<file path="config.mk">
export PLATFORM = sky130hd
export DESIGN_NAME = usf_rx_status
export DESIGN_NICKNAME = d
export VERILOG_FILES = /design/src/usf_pkg.sv /design/src/usf_break_watch.sv /design/src/usf_rx_status.sv
export SDC_FILE = /design/constraint.sdc
export NUM_CORES = 1
export LEC_CHECK = 0
export BUFFER_PORTS_ARGS = -buffer_cell sky130_fd_sc_hd__clkbuf_2
export CAP_MARGIN = 20
export CORE_AREA = 2 2 94 69
export DETAILED_ROUTE_END_ITERATION = 8
export DIE_AREA = 0 0 96 71
export PLACE_DENSITY = 0.76
export SLEW_MARGIN = 20
export SYNTH_ARGS = -nofsm -noshare
export SYNTH_HDL_FRONTEND = slang
export SYNTH_HIERARCHICAL = 1
export SYNTH_SLANG_ARGS = --single-unit
</file>
<file path="constraint.sdc">
create_clock -name sys_clk -period 1.75 [get_ports sys_clk]
set_input_delay 0.0875 -clock sys_clk [delete_from_list [all_inputs] [get_ports sys_clk]]
set_output_delay 0.0875 -clock sys_clk [all_outputs]
set_load 0.03 [all_outputs]
</file>
<file path="src/usf_pkg.sv">
package usf_pkg;
    // register indices; byte address is four times the index
    localparam logic [15:0] IDX_FORMAT      = 16'h7050;
    localparam logic [15:0] IDX_CONTROL_ONE = 16'h7051;
    localparam logic [15:0] IDX_CONTROL_TWO = 16'h7054;
    localparam logic [15:0] IDX_RX_STATUS   = 16'h7055;
    localparam logic [15:0] IDX_RX_BUFFER   = 16'h7057;
    localparam int          ADDR_W          = 17;

    // receiver_status fields
    localparam int STS_ERROR   = 7;
    localparam int STS_READY   = 6;
    localparam int STS_BREAK   = 5;
    localparam int STS_FRAME   = 4;
    localparam int STS_OVERRUN = 3;
    localparam int STS_PARITY  = 2;
    localparam int STS_WAKE    = 1;

    // control_one, control_two and format fields
    localparam int CTL1_ERR_IRQ_EN = 6;
    localparam int CTL1_SOFT_RESET = 5;
    localparam int CTL1_SLEEP      = 2;
    localparam int CTL2_RX_BRK_EN  = 1;
    localparam int FMT_PARITY_EN   = 5;
    localparam int FMT_PARITY_EVEN = 6;

    // reset values
    localparam logic [7:0] STATUS_RESET      = 8'h00;
    localparam logic [7:0] CONTROL_ONE_RESET = 8'h00;
    localparam logic [7:0] CONTROL_TWO_RESET = 8'h00;
    localparam logic [7:0] FORMAT_RESET      = 8'h00;
    localparam logic [7:0] BUFFER_RESET      = 8'h00;

    // break length in bit times
    localparam logic [3:0] BREAK_BITS = 4'ha;

    typedef enum logic {
        USF_BRK_IDLE,
        USF_BRK_COUNT
    } usf_brk_state_t;

    function automatic logic [ADDR_W-1:0] byte_addr(input logic [15:0] idx);
        return {idx[14:0], 2'b00};
    endfunction
endpackage

</file>
<file path="src/usf_break_watch.sv">
`timescale 1ns/10ps
module usf_break_watch (
    input  wire logic sys_clk,
    input  wire logic rst,
    input  wire logic arm,
    input  wire logic serial_receive_line,
    input  wire logic bit_tick,
    output logic      detect
);
    usf_pkg::usf_brk_state_t state;
    logic [3:0]              low_bits;

    wire       counting  = (state == usf_pkg::USF_BRK_COUNT);
    wire       tick_low  = counting & bit_tick & ~serial_receive_line;
    wire [3:0] next_bits = low_bits + 4'h1;
    wire       reached   = tick_low & (next_bits == usf_pkg::BREAK_BITS);

    // low-time counter from the missing stop bit onward
    always_ff @(posedge sys_clk) begin
        if (rst) begin
            state    <= usf_pkg::USF_BRK_IDLE;
            low_bits <= 4'h0;
            detect   <= 1'b0;
        end else begin
            detect <= reached;
            unique case (state)
                usf_pkg::USF_BRK_IDLE: begin
                    low_bits <= 4'h0;
                    if (arm) begin
                        state <= usf_pkg::USF_BRK_COUNT;
                    end
                end
                usf_pkg::USF_BRK_COUNT: begin
                    if (serial_receive_line || reached) begin
                        state    <= usf_pkg::USF_BRK_IDLE;
                        low_bits <= 4'h0;
                    end else if (tick_low) begin
                        low_bits <= next_bits;
                    end
                end
            endcase
        end
    end
endmodule // usf_break_watch

</file>
<file path="src/usf_rx_status.sv">
`timescale 1ns/10ps
//Behaviour
// - flags update when a character is stored
// - error bit is OR of four errors
// - error flag with enable requests interrupt
// - error flag clears only by resets
// - ready flag set on new character
// - ready clears on buffer read or reset
// - break after ten low bit times
// - break interrupts and never loads buffer
// - break interrupt works while sleeping
// - break clears only by resets
// - missing stop bit sets framing error
// - only first stop bit is checked
// - framing error clears only by resets
// - status register read-only, zero after reset
// - overwrite before read sets overrun
// - parity mismatch sets parity error flag
module usf_rx_status (
    input  wire logic                       sys_clk,
    input  wire logic                       rst,
    input  wire logic [usf_pkg::ADDR_W-1:0] avs_address,
    input  wire logic                       avs_read,
    input  wire logic                       avs_write,
    input  wire logic [31:0]                avs_writedata,
    output logic [31:0]                     avs_readdata,
    output logic                            avs_waitrequest,
    input  wire logic                       serial_receive_line,
    input  wire logic                       bit_tick,
    input  wire logic                       char_done,
    input  wire logic [7:0]                 char_data,
    input  wire logic                       char_addr_bit,
    input  wire logic                       char_parity_bit,
    input  wire logic                       char_stop_ok,
    output logic                            rx_irq,
    output logic                            err_irq
);
    logic [7:0] format;
    logic [7:0] control_one;
    logic [7:0] control_two;
    logic [7:0] receive_buffer;
    logic       rx_ready_flag;
    logic       break_detect_flag;
    logic       framing_error_flag;
    logic       overrun_flag;
    logic       parity_error_flag;
    logic       brk_detect;

    // bus decode
    wire req     = avs_read | avs_write;
    wire rd_acc  = avs_read & ~avs_waitrequest;
    wire wr_acc  = avs_write & ~avs_waitrequest;
    wire hit_fmt = (avs_address == usf_pkg::byte_addr(usf_pkg::IDX_FORMAT));
    wire hit_c1  = (avs_address == usf_pkg::byte_addr(usf_pkg::IDX_CONTROL_ONE));
    wire hit_c2  = (avs_address == usf_pkg::byte_addr(usf_pkg::IDX_CONTROL_TWO));
    wire hit_sts = (avs_address == usf_pkg::byte_addr(usf_pkg::IDX_RX_STATUS));
    wire hit_buf = (avs_address == usf_pkg::byte_addr(usf_pkg::IDX_RX_BUFFER));

    // control decode
    wire mod_rst     = rst | ~control_one[usf_pkg::CTL1_SOFT_RESET];
    wire sleep       = control_one[usf_pkg::CTL1_SLEEP];
    wire err_en      = control_one[usf_pkg::CTL1_ERR_IRQ_EN];
    wire rx_brk_en   = control_two[usf_pkg::CTL2_RX_BRK_EN];
    wire par_en      = format[usf_pkg::FMT_PARITY_EN];
    wire par_even    = format[usf_pkg::FMT_PARITY_EVEN];
    wire buffer_read = rd_acc & hit_buf;

    // character acceptance; blocked after a break until reset
    wire load_ok     = char_done & ~break_detect_flag
                     & (~sleep | char_addr_bit);
    wire stop_bad    = ~char_stop_ok;
    wire arm_break   = char_done & stop_bad & ~break_detect_flag;
    wire parity_bad  = par_en
                     & ((^{char_data, char_addr_bit, char_parity_bit}) == par_even);
    wire rx_error    = break_detect_flag | framing_error_flag
                     | overrun_flag | parity_error_flag;

    // next flag values; a set wins over a same-cycle clear
    wire next_ready   = load_ok | (rx_ready_flag & ~buffer_read);
    wire next_overrun = overrun_flag | (load_ok & rx_ready_flag & ~buffer_read);
    wire next_frame   = framing_error_flag | (load_ok & stop_bad);
    wire next_parity  = parity_error_flag | (load_ok & parity_bad);
    wire next_break   = break_detect_flag | brk_detect;

    wire [7:0] status_word = {rx_error, rx_ready_flag, break_detect_flag,
                              framing_error_flag, overrun_flag, parity_error_flag,
                              1'b0, 1'b0};
    wire [7:0] rd_value = hit_sts ? status_word :
                          hit_buf ? receive_buffer :
                          hit_c1  ? control_one :
                          hit_c2  ? control_two :
                          hit_fmt ? format : 8'h00;

    usf_break_watch u_break (
        .sys_clk             (sys_clk),
        .rst                 (mod_rst),
        .arm                 (arm_break),
        .serial_receive_line (serial_receive_line),
        .bit_tick            (bit_tick),
        .detect              (brk_detect)
    );

    // bus slave: one wait cycle, then the access completes
    always_ff @(posedge sys_clk) begin
        if (rst) begin
            avs_waitrequest <= 1'b1;
            avs_readdata    <= 32'h0000_0000;
        end else begin
            avs_waitrequest <= ~(req & avs_waitrequest);
            if (avs_read && avs_waitrequest) begin
                avs_readdata <= {24'h00_0000, rd_value};
            end
        end
    end

    // software-written controls
    always_ff @(posedge sys_clk) begin
        if (rst) begin
            format      <= usf_pkg::FORMAT_RESET;
            control_one <= usf_pkg::CONTROL_ONE_RESET;
            control_two <= usf_pkg::CONTROL_TWO_RESET;
        end else if (wr_acc) begin
            if (hit_fmt) format <= avs_writedata[7:0];
            if (hit_c1) control_one <= avs_writedata[7:0];
            if (hit_c2) control_two <= avs_writedata[7:0];
        end
    end

    // status flags, cleared by either reset
    always_ff @(posedge sys_clk) begin
        if (mod_rst) begin
            rx_ready_flag      <= usf_pkg::STATUS_RESET[usf_pkg::STS_READY];
            break_detect_flag  <= usf_pkg::STATUS_RESET[usf_pkg::STS_BREAK];
            framing_error_flag <= usf_pkg::STATUS_RESET[usf_pkg::STS_FRAME];
            overrun_flag       <= usf_pkg::STATUS_RESET[usf_pkg::STS_OVERRUN];
            parity_error_flag  <= usf_pkg::STATUS_RESET[usf_pkg::STS_PARITY];
        end else begin
            rx_ready_flag      <= next_ready;
            break_detect_flag  <= next_break;
            framing_error_flag <= next_frame;
            overrun_flag       <= next_overrun;
            parity_error_flag  <= next_parity;
        end
    end

    // receive buffer, never loaded by a break
    always_ff @(posedge sys_clk) begin
        if (rst) begin
            receive_buffer <= usf_pkg::BUFFER_RESET;
        end else if (load_ok) begin
            receive_buffer <= char_data;
        end
    end

    // level interrupt requests
    always_ff @(posedge sys_clk) begin
        if (rst) begin
            rx_irq  <= 1'b0;
            err_irq <= 1'b0;
        end else begin
            rx_irq  <= (rx_ready_flag | break_detect_flag) & rx_brk_en;
            err_irq <= rx_error & err_en;
        end
    end

    // checks
    property p_err_or;
        @(posedge sys_clk) disable iff (rst)
        (avs_read && avs_waitrequest && hit_sts)
            |=> avs_readdata[usf_pkg::STS_ERROR] == ($past(break_detect_flag)
                | $past(framing_error_flag) | $past(overrun_flag)
                | $past(parity_error_flag));
    endproperty
    a_err_or: assert property (p_err_or) else $error("error bit not OR of flags");

    property p_err_irq;
        @(posedge sys_clk) disable iff (rst)
        (rx_error && err_en) |=> err_irq;
    endproperty
    a_err_irq: assert property (p_err_irq) else $error("error irq missing");

    property p_err_hold;
        @(posedge sys_clk) disable iff (rst)
        (rx_error && !mod_rst) |=> rx_error;
    endproperty
    a_err_hold: assert property (p_err_hold) else $error("error flag cleared");

    property p_ready_set;
        @(posedge sys_clk) disable iff (rst)
        (load_ok && !mod_rst) |=> rx_ready_flag && receive_buffer == $past(char_data);
    endproperty
    a_ready_set: assert property (p_ready_set) else $error("ready not set");

    property p_ready_clr;
        @(posedge sys_clk) disable iff (rst)
        $fell(rx_ready_flag) |-> $past(buffer_read) || $past(mod_rst);
    endproperty
    a_ready_clr: assert property (p_ready_clr) else $error("ready dropped early");

    property p_break_set;
        @(posedge sys_clk) disable iff (rst)
        (brk_detect && !mod_rst) |=> break_detect_flag;
    endproperty
    a_break_set: assert property (p_break_set) else $error("break not flagged");

    property p_break_noload;
        @(posedge sys_clk) disable iff (rst)
        break_detect_flag |=> receive_buffer == $past(receive_buffer);
    endproperty
    a_break_noload: assert property (p_break_noload) else $error("load after break");

    property p_break_sleep;
        @(posedge sys_clk) disable iff (rst)
        (break_detect_flag && rx_brk_en && sleep) |=> rx_irq;
    endproperty
    a_break_sleep: assert property (p_break_sleep) else $error("break irq lost");

    property p_break_hold;
        @(posedge sys_clk) disable iff (rst)
        (break_detect_flag && !mod_rst) |=> break_detect_flag;
    endproperty
    a_break_hold: assert property (p_break_hold) else $error("break cleared");

    property p_frame;
        @(posedge sys_clk) disable iff (rst)
        (load_ok && !char_stop_ok && !mod_rst) |=> framing_error_flag;
    endproperty
    a_frame: assert property (p_frame) else $error("framing not flagged");

    property p_frame_clr;
        @(posedge sys_clk) disable iff (rst)
        mod_rst |=> !framing_error_flag && status_word == usf_pkg::STATUS_RESET;
    endproperty
    a_frame_clr: assert property (p_frame_clr) else $error("flags survive reset");

    property p_overrun;
        @(posedge sys_clk) disable iff (rst)
        (load_ok && rx_ready_flag && !buffer_read && !mod_rst) |=> overrun_flag;
    endproperty
    a_overrun: assert property (p_overrun) else $error("overrun missed");

    property p_parity;
        @(posedge sys_clk) disable iff (rst)
        (!par_en && !parity_error_flag) |=> !parity_error_flag;
    endproperty
    a_parity: assert property (p_parity) else $error("parity set while off");

    property p_irq_level;
        @(posedge sys_clk) disable iff (rst)
        (rx_ready_flag && rx_brk_en) [*2] |=> rx_irq;
    endproperty
    a_irq_level: assert property (p_irq_level) else $error("rx irq not level");

    c_load: cover property (@(posedge sys_clk) disable iff (rst) load_ok ##1 buffer_read);
    c_break: cover property (@(posedge sys_clk) disable iff (rst) brk_detect);
    c_overrun: cover property (@(posedge sys_clk) disable iff (rst) $rose(overrun_flag));
    c_parity: cover property (@(posedge sys_clk) disable iff (rst) $rose(parity_error_flag));
endmodule // usf_rx_status

</file>
==> After elaboration in Yosys (flattened, before gate mapping) <==
Index checks and enable logic that the tools add are counted.
W data, S select, Z words.
{ "word_totals": {"mem_bits_ro": 0, "memories": 0, "inputBits": 67, "latchBits": 0, "word_cells": 82, "register_bits": 54, "ramBits": 0} }
{ "classes": {"div": 0, "reduce_logical": 6, "bitwise": 40, "addsub": 1, "multipliers": 0, "shift": 0, "muxes": 11, "n_eq_ne": 8, "n_lt_le_gt_ge": 0} }
{ "op_table": {"columns": ["cell", "n"], "rows": [
  ["$eq A17 B17 Y1 const B", 5],
  ["$mux W8", 5],
  ["$and A1 B1 Y1", 19],
  ["$or A1 B1 Y1", 12],
  ["$reduce_xor A10 Y1", 1],
  ["$not A1 Y1", 9],
  ["$mux W4", 2],
  ["$pmux W4 S2", 1],
  ["$reduce_and A2 Y1", 3],
  ["$add A4 B1 Y4 const B", 1],
  ["$eq A4 B4 Y1 const B", 1],
  ["$ne A3 B3 Y1 const B", 1],
  ["$mux W1", 2],
  ["$pmux W1 S2", 1],
  ["$eq A1 B1 Y1", 1],
  ["$logic_and A1 B1 Y1", 1],
  ["$logic_or A1 B1 Y1", 1]
]} }

==> Longest topological paths before layout <==
Gate-level depths: netlist of the first run.
{ "depth": {"ltp_word": 6, "mapped_depth": 7, "ltp_nobuf": 5} }

==> Cells and area by module <==
Netlist of the first run, hierarchy kept.
{ "by_module_without_submodules": {"columns": ["module", "instances", "area_each_um2", "cells_each"], "rows": [
  ["usf_rx_status", 1, 2527.4, 288],
  ["usf_break_watch", 1, 329.1, 31]
]} }

==> Worst setup path after synthesis of the first run <==
OpenSTA, ideal clock, no wires.
{ "synth_timing": {"path_kind": "flip-flop to flip-flop", "from": "reg avs_waitrequest", "to": "reg avs_readdata[2]", "path_buffers": 1, "t_arrival_ns": 1.444, "t_required_ns": 1.693, "synth_period_minus_slack_ns": 1.501, "slack_ns": 0.249, "stages_incl_launch_ff": 7, "setup_ns": 0.057, "cell_sequence": "dfxtp_1 and2_1 clkbuf_1 and3_1 a32oi_1 nor2_1 a21o_1"} }
{ "synth_between": {"elab_chain_cells": 1} }
{ "synth_rtl": {"columns": ["item", "line_no", "rtl"], "rows": [
  ["start, declared", "usf_rx_status.sv:27", "output logic avs_waitrequest,"],
  ["start signal, assigned", "usf_rx_status.sv:109", "avs_waitrequest <= ~(req & avs_waitrequest);"],
  ["$logic_and A1 B1 Y1", "usf_rx_status.sv:110", "if (avs_read && avs_waitrequest) begin"],
  ["end signal, assigned", "usf_rx_status.sv:111", "avs_readdata <= {24'h00_0000, rd_value};"],
  ["end, declared", "usf_rx_status.sv:26", "output logic [31:0] avs_readdata,"]
]} }
No other way between the ends.
A chain may end at the register's enable or synchronous reset.

==> Worst setup path in the final report of the first run <==
{ "layout_timing": {"from": "reg break_detect_flag", "to": "reg avs_readdata[7]"} }
{ "layout_between": {"elab_chain_cells": 4} }
{ "layout_rtl": {"columns": ["item", "line_no", "rtl"], "rows": [
  ["start, declared", "usf_rx_status.sv:43", "logic break_detect_flag;"],
  ["start signal, assigned", "usf_rx_status.sv:133", "break_detect_flag <= usf_pkg::STATUS_RESET[usf_pkg::STS_BREAK];"],
  ["start signal, assigned", "usf_rx_status.sv:139", "break_detect_flag <= next_break;"],
  ["$or A1 B1 Y1", "usf_rx_status.sv:75", "wire rx_error = break_detect_flag | framing_error_flag"],
  ["$or A1 B1 Y1 (2 in a row)", "usf_rx_status.sv:76", "| overrun_flag | parity_error_flag;"],
  ["$mux W8", "usf_rx_status.sv:88", "wire [7:0] rd_value = hit_sts ? status_word :"]
]} }
No other way between the ends.

==> summary.md, run 1 <==
| Metric | Value |
|---|---|
| Setup bufs post-CTS | `0` |
| Clk root buf | `clkbuf_8` |
| Clock Skews | `0.00840 ns` |
| Hold Fails Final Rpt | `0` |
| FFs w/ async S/R, synth | `0%` |
| DR iter-0 viols | `between 100 and 150` |
| Total Power | `approximately 2.6 mW` |
| Die height | `71 um` |
| Worst setup SP type | `flop` |
| Cell Count, Final, Fillers Out | `456` |
| IO buf count | `between 50 and 60` |
| Crit path DAT | `about 1.7 ns` |
| Die area | `around 7000 sq um` |
| Rows | `24` |
| Pwr Density | `about 800 nW/um^2` |
| EDFF count, synth | `0` |
| Total I/O pin count | `about 100` |
| H-tree depth | `2` |
| CTS hold repair buffers | `1` |
| FILL cells | `roughly 560` |
| Ys flop type | `dfxtp_1` |
| Quantity of gates resized following cts | `0` |
| Fmax | `approximately 0.65 GHz` |
| Unrepaired setup endpoints after global routing | `no` |
| # Max-Cap Violations | `0` |
| Proportion of layout cells with a drive suffix above 1 | `a little under a quarter` |
| Vias | `roughly 2400` |
| Type of the tightest min-delay check | `in2reg` |
| Synth warnings | `6` |
| Global-route wire length before repair | `between 10000 and 15000 um` |
| Clock transition at the registers of the reported paths | `approximately 0.1 ns` |
| Post-route DRC | `0` |
| Post-synthesis sequential area ratio | `37.8%` |
| Vias in the first global route | `roughly 2400` |
| Post-synthesis cell area | `approximately 2900 sq um` |
| Routed wire length per instance | `~15 um` |
| Worst-path cell chain | `nor4_1, nand2_1, a22o_1, a21oi_1, nor3_1` |
| GRT Total Usage | `a little over a fifth` |
| Antenna-violating nets left | `0` |
| Final core utilization | `55.2%` |
| Fin nets | `446` |
| Setup TNS | `0 ns` |
| Peak supply drop | `~320 uV` |
| Worst path top cell family by delay | `simple AND/OR/NAND/NOR gates` |
| Status | `completed` |
| Routed wire length | `6850 um` |
| Flops & latches, synth | `54` |
| CP Capture Type | `flop` |
| Most common cell after layout, fill and taps aside | `dfxtp_1` |
| Setup violators final | `0` |
| Slew @ Worst Pin | `a little over 0.5 ns` |
| Post-Synthesis Cells | `roughly 320` |
| Largest net degree at the start of global routing | `slightly above 40` |
| Crit Path Class | `reg2reg` |
| Antenna Cells | `0` |
| Initial core utilization | `around 48%` |
| Period utilization | `88.0%` |
| Synth unique cells | `54` |
| Gpl congestion | `0.838` |
| Buf/Inv on CP | `0` |
| Die W | `96 um` |
| Syn avg cell area | `8.95 sq um` |
| CTS Buf Count | `5` |
| Dpl hpwl | `between 5000 and 6000 um` |
| Tmin final | `around 1.5 ns` |
| Clk_lat worst skew | `~0.3 ns` |
| Std-Cell Core Area | `5980 sq um` |
| Max Slew Vio Count | `0` |
| Cell Count Post-Placement | `roughly 450` |
| Most frequent cells in the layout | `dfxtp_1 (54), clkbuf_2 (53), nor2_1 (43)` |
| # clock sinks | `54` |
| Hold slack | `approximately 0.032 ns` |
| Drt pass-1 iters | `4` |
| Slew HR | `between 60% and 70%` |
| CP max-delay cell | `nor4_1` |
| Crit-path max FO | `5` |
| Via density | `5.36` |
| R2R Setup Slk | `0.21 ns` |
| Worst path max stage delay | `between 0.5 and 0.6 ns` |
| Clock Tree Buf Depth | `2` |
| Syn-to-layout area delta | `15.5%` |
| CTS tree | `done` |
| Initial antenna violation count | `0` |
| Leakage | `1.37 nW` |
| Critical Path RT | `around 1.9 ns` |
| GRT overflow | `0` |
==> flip-flops by register name (all words and copies together), names as in the netlist <==
name and flops:
rx_ready_flag 1, u_break/counting 1, avs_readdata 8, rx_irq 1, parity_error_flag 1, break_detect_flag 1, receive_buffer 8, format 8
control_two 8, avs_waitrequest 1, u_break/low_bits 4, framing_error_flag 1, err_irq 1, overrun_flag 1, u_break/detect 1, control_one 8
==> synth_stat cells, drive strengths merged (2+ instances only) <==
library cell	count	area share, %
o22ai	4	0.88
nand2b	4	0.88
nor4b	2	0.83
a32oi	5	1.5
nor2	46	6.7
buf	33	8.0
and3	3	0.83
xor2	3	0.92
nor3	4	0.88
inv	5	0.66
a21oi	21	3.7
a21o	4	1.1
dfxtp	54	38
o21ai	20	3.6
xnor2	9	3.0
and4	3	0.92
o211ai	2	0.70
nand4b	2	0.61
nand4	3	1.1
ha	2	0.88
o22a	2	0.61
nor2b	2	0.44
nor4	2	0.44
and4bb	3	1.3
mux2i	32	11
a31oi	6	1.3
clkbuf	5	0.66
and2	4	0.88
nand2	22	3.0
nor3b	2	0.53
==> through the flow <==
step	cell area, sq um	worst slack (ns)
after floorplan	2940	0.249
after global placement	3150	0.180
after detailed placement	3150	0.105
after CTS	3300	0.222
after global routing	3300	0.0614
final	3300	0.209
==> cells by family after synthesis <==
logic type                 after synthesis  share of synthesized area [%]
other                                    1                          0.131
buffers and inverters                   43                           9.33
muxes                                   32                           11.2
and+or+nand+nor                        104                           19.9
AOI/OAI and AO/OA                       70                           16.0
DFF                                     54                           37.8
xor gates and xnor gates                13                           4.73
adders and majority gates                2                          0.876
==> where the power goes <==
| group | switching, mW | internal [mW] |
|---|---|---|
| Clock | 0.398 | 0.610 |
| Sequential | 0.0111 | 1.24 |
| Combinational | 0.214 | 0.123 |
| Total | 0.624 | 1.98 |
==> worst paths after layout <==
kind | start | end | cells after the start
setup / recovery | break_detect_flag$_SDFF_PP0_ | avs_readdata[7]$_SDFFE_PP0P_ | 5
hold / removal | avs_writedata[3] | format[3]$_SDFFE_PP0P_ | 3
setup reg to reg | break_detect_flag$_SDFF_PP0_ | avs_readdata[7]$_SDFFE_PP0P_ | 5
hold reg to reg | avs_readdata[0]$_SDFFE_PP0P_ | avs_readdata[0]$_SDFFE_PP0P_ | 2
==> metal layers <==
metal	GRT usage [%]	up-vias	wire length, um
met5	0	-	0
met4	4.13	0	38
met3	4.58	5	469
met2	33.3	98	3070
met1	29.4	1156	3270
li1	-	1187	-
==> tightest hold or removal path, delay by kind of cell <==
kind            cells  cell delay (ns)
compound gates      1             0.06
buf+inv             1             0.10
simple gates        1             0.05
==> final cells by class <==
cell class	count	area, sq um	share of cell area (%)
sequential	54	1080	32.8
tap	78	97.6	2.96
clock buffer	6	82.6	2.50
inverter	5	18.8	0.569
timing repair buffer	66	365	11.1
multi-input combinational	245	1600	48.3
clock inverter	2	60.1	1.82
Note: power is estimated with default switching activity, not from simulation.
==> inputs of run 2 (changes only) <==
--- a/config.mk
+++ b/config.mk
@@ -7,10 +7,10 @@
 export LEC_CHECK = 0
 export BUFFER_PORTS_ARGS = -buffer_cell sky130_fd_sc_hd__clkbuf_2
 export CAP_MARGIN = 20
-export CORE_AREA = 2 2 94 69
+export CORE_AREA = 2 2 102 74
 export DETAILED_ROUTE_END_ITERATION = 8
-export DIE_AREA = 0 0 96 71
-export PLACE_DENSITY = 0.76
+export DIE_AREA = 0 0 104 76
+export PLACE_DENSITY = 0.66
 export SLEW_MARGIN = 20
 export SYNTH_ARGS = -nofsm -noshare
 export SYNTH_HDL_FRONTEND = slang
==> constraint.sdc (replaced) <==
create_clock -name sys_clk -period 1.75 [get_ports sys_clk]
set_input_delay 0.0875 -clock sys_clk [delete_from_list [all_inputs] [get_ports sys_clk]]
set_output_delay 0.0875 -clock sys_clk [all_outputs]
set_load 0.01 [all_outputs]
==> run 2 against run 1 <==
  * Worst hold slack got worse by 0.011 ns
  * Clock skew rose by 0.0015 ns
  * Global-route usage fell by 3.3 points
==> summary.md, run 2 (synthesis gave the netlist of run 1 again) <==
| Metric | Value |
|---|---|
| Max Slew Vio Count | `0` |
| Fin nets | `445` |
| Setup TNS | `0 ns` |
| Crit-path max FO | `8` |
| Routed wire length | `6790 um` |
| Peak supply drop | `~480 uV` |
| Fmax | `0.678 GHz` |
| Proportion of layout cells with a drive suffix above 1 | `between 20% and 30%` |
| Worst R2R Start | `break_detect_flag$_SDFF_PP0_` |
| Setup violators final | `0` |
| CP Capture Type | `flop` |
| Multi-input gate area | `1600 sq um` |
| Type of the tightest min-delay check | `in2reg` |
| Clk root buf | `clkbuf_8` |
| Hold Fails Final Rpt | `0` |
| Critical Path RT | `roughly 1.9 ns` |
| DR iter-0 viols | `approximately 130` |
| Die area | `around 8000 sq um` |
| Rows | `26` |
| Global-route wire length before repair | `between 10000 and 15000 um` |
| Die height | `around 76 um` |
| Register cell area after layout | `around 1100 sq um` |
| Clock transition at the registers of the reported paths | `0.09 ns` |
| GRT Total Usage | `about 18%` |
| Unrepaired setup endpoints after global routing | `no` |
| Most frequent cells in the layout | `dfxtp_1 (54), clkbuf_2 (53), nor2_1 (43)` |
| Vias in the first global route | `approximately 2300` |
| Routed wire length per instance | `roughly 14 um` |
| Placed cell areas | `approximately 3200 sq um` |
| Leakage | `about 1.4 nW` |
| R2R Setup Slk | `0.31 ns` |
| Crit Path Class | `in2reg` |
| Quantity of gates resized following cts | `0` |
| Clock Tree Buf Depth | `2` |
| Status | `completed` |
| Antenna Cells | `0` |
| IO buf count | `between 50 and 60` |
| Via density | `about 5.1` |
| Initial antenna violation count | `0` |
| Most common cell after layout, fill and taps aside | `dfxtp_1` |
| Vias | `roughly 2400` |
| Antenna-violating nets left | `0` |
| Largest net degree at the start of global routing | `just over 40` |
| Total I/O pin count | `102` |
| GRT overflow | `0` |
| CTS hold repair buffers | `1` |
| Clk_lat worst skew | `about 0.31 ns` |
| Drt pass-1 iters | `4` |
| H-tree depth | `2` |
| Post-route DRC | `0` |
| CTS tree | `done` |
| Worst setup startpoint | `avs_write` |
| Period utilization | `84.3%` |
| Crit path DAT | `1.66 ns` |
| Gpl congestion | `0.816` |
| # clock sinks | `54` |
| Syn-to-layout area delta | `16.6%` |
| Hold Startpoint | `avs_writedata[0]` |
| Pwr Density | `between 700 and 800 nW/um^2` |
| Design area | `3330 sq um` |
| # Max-Cap Violations | `0` |
| Die W | `104 um` |
| Initial core utilization | `around two fifths` |
| Worst setup SP type | `input pin` |
| Setup bufs post-CTS | `0` |
| Clock Skews | `about 0.0099 ns` |
| Std-Cell Core Area | `7030 sq um` |
| FILL cells | `between 700 and 800` |
| Tmin final | `~1.5 ns` |
| CTS Buf Count | `5` |
| Dpl hpwl | `a little over 5000 um` |
==> run 2: cell types whose count changed in the layout (fill, tap and decap cells not counted) <==
cell,before,now
buf_4,12,10
buf_12,0,1
==> run 2: area by class of cell <==
cell class | count | share of cell area (%)
multi-input cells | 245 | 47.9
flip-flops and latches | 54 | 32.5
inverters | 5 | 0.563
repair buffers | 65 | 11.1
clock buffers | 6 | 2.48
well taps | 98 | 3.68
clock inverters | 2 | 1.80
==> run 2: critical path, stage by stage <==
cell and delay [ns]:
dlygate4sd3_1 0.52, clkbuf_2 0.12, nor2b_1 0.20, nand2_2 0.12, nor2_4 0.31, mux2i_1 0.24
nor2_1 0.05
==> run 2: through the flow <==
stage,setup WS [ns],util (%),std cells,power [mW],hold slack [ns]
CTS,0.273,47.4,475,2.57,0.0190
detailed placement,0.252,45.2,466,1.56,0.323
finish,0.275,47.4,475,2.57,0.0216
global placement,0.285,45.2,466,1.56,0.313
floorplan,0.376,-,342,1.49,0.203
global route,0.117,47.4,475,2.65,0.0293
==> run 2: path summary, 6_finish.rpt <==
check / to / depth (start not counted)
min reg2reg: break_detect_flag$_SDFF_PP0_ / 2
min: format[0]$_SDFFE_PP0P_ / 3
max reg2reg: avs_readdata[7]$_SDFFE_PP0P_ / 5
max: control_two[5]$_SDFFE_PP0P_ / 7
==> run 2: power by group <==
part	internal, mW	switching, mW	total, mW
Combinational	0.121	0.161	0.282
Clock	0.610	0.422	1.03
Sequential	1.24	0.0118	1.25
==> run 2: routing by layer <==
metal | vias up | track usage, % | wire length [um]
met3 | 9 | 3.76 | 504
li1 | 1191 | - | -
met2 | 92 | 25.3 | 2760
met1 | 1134 | 26.5 | 3450
met4 | 0 | 4.73 | 82
met5 | - | 0 | 0
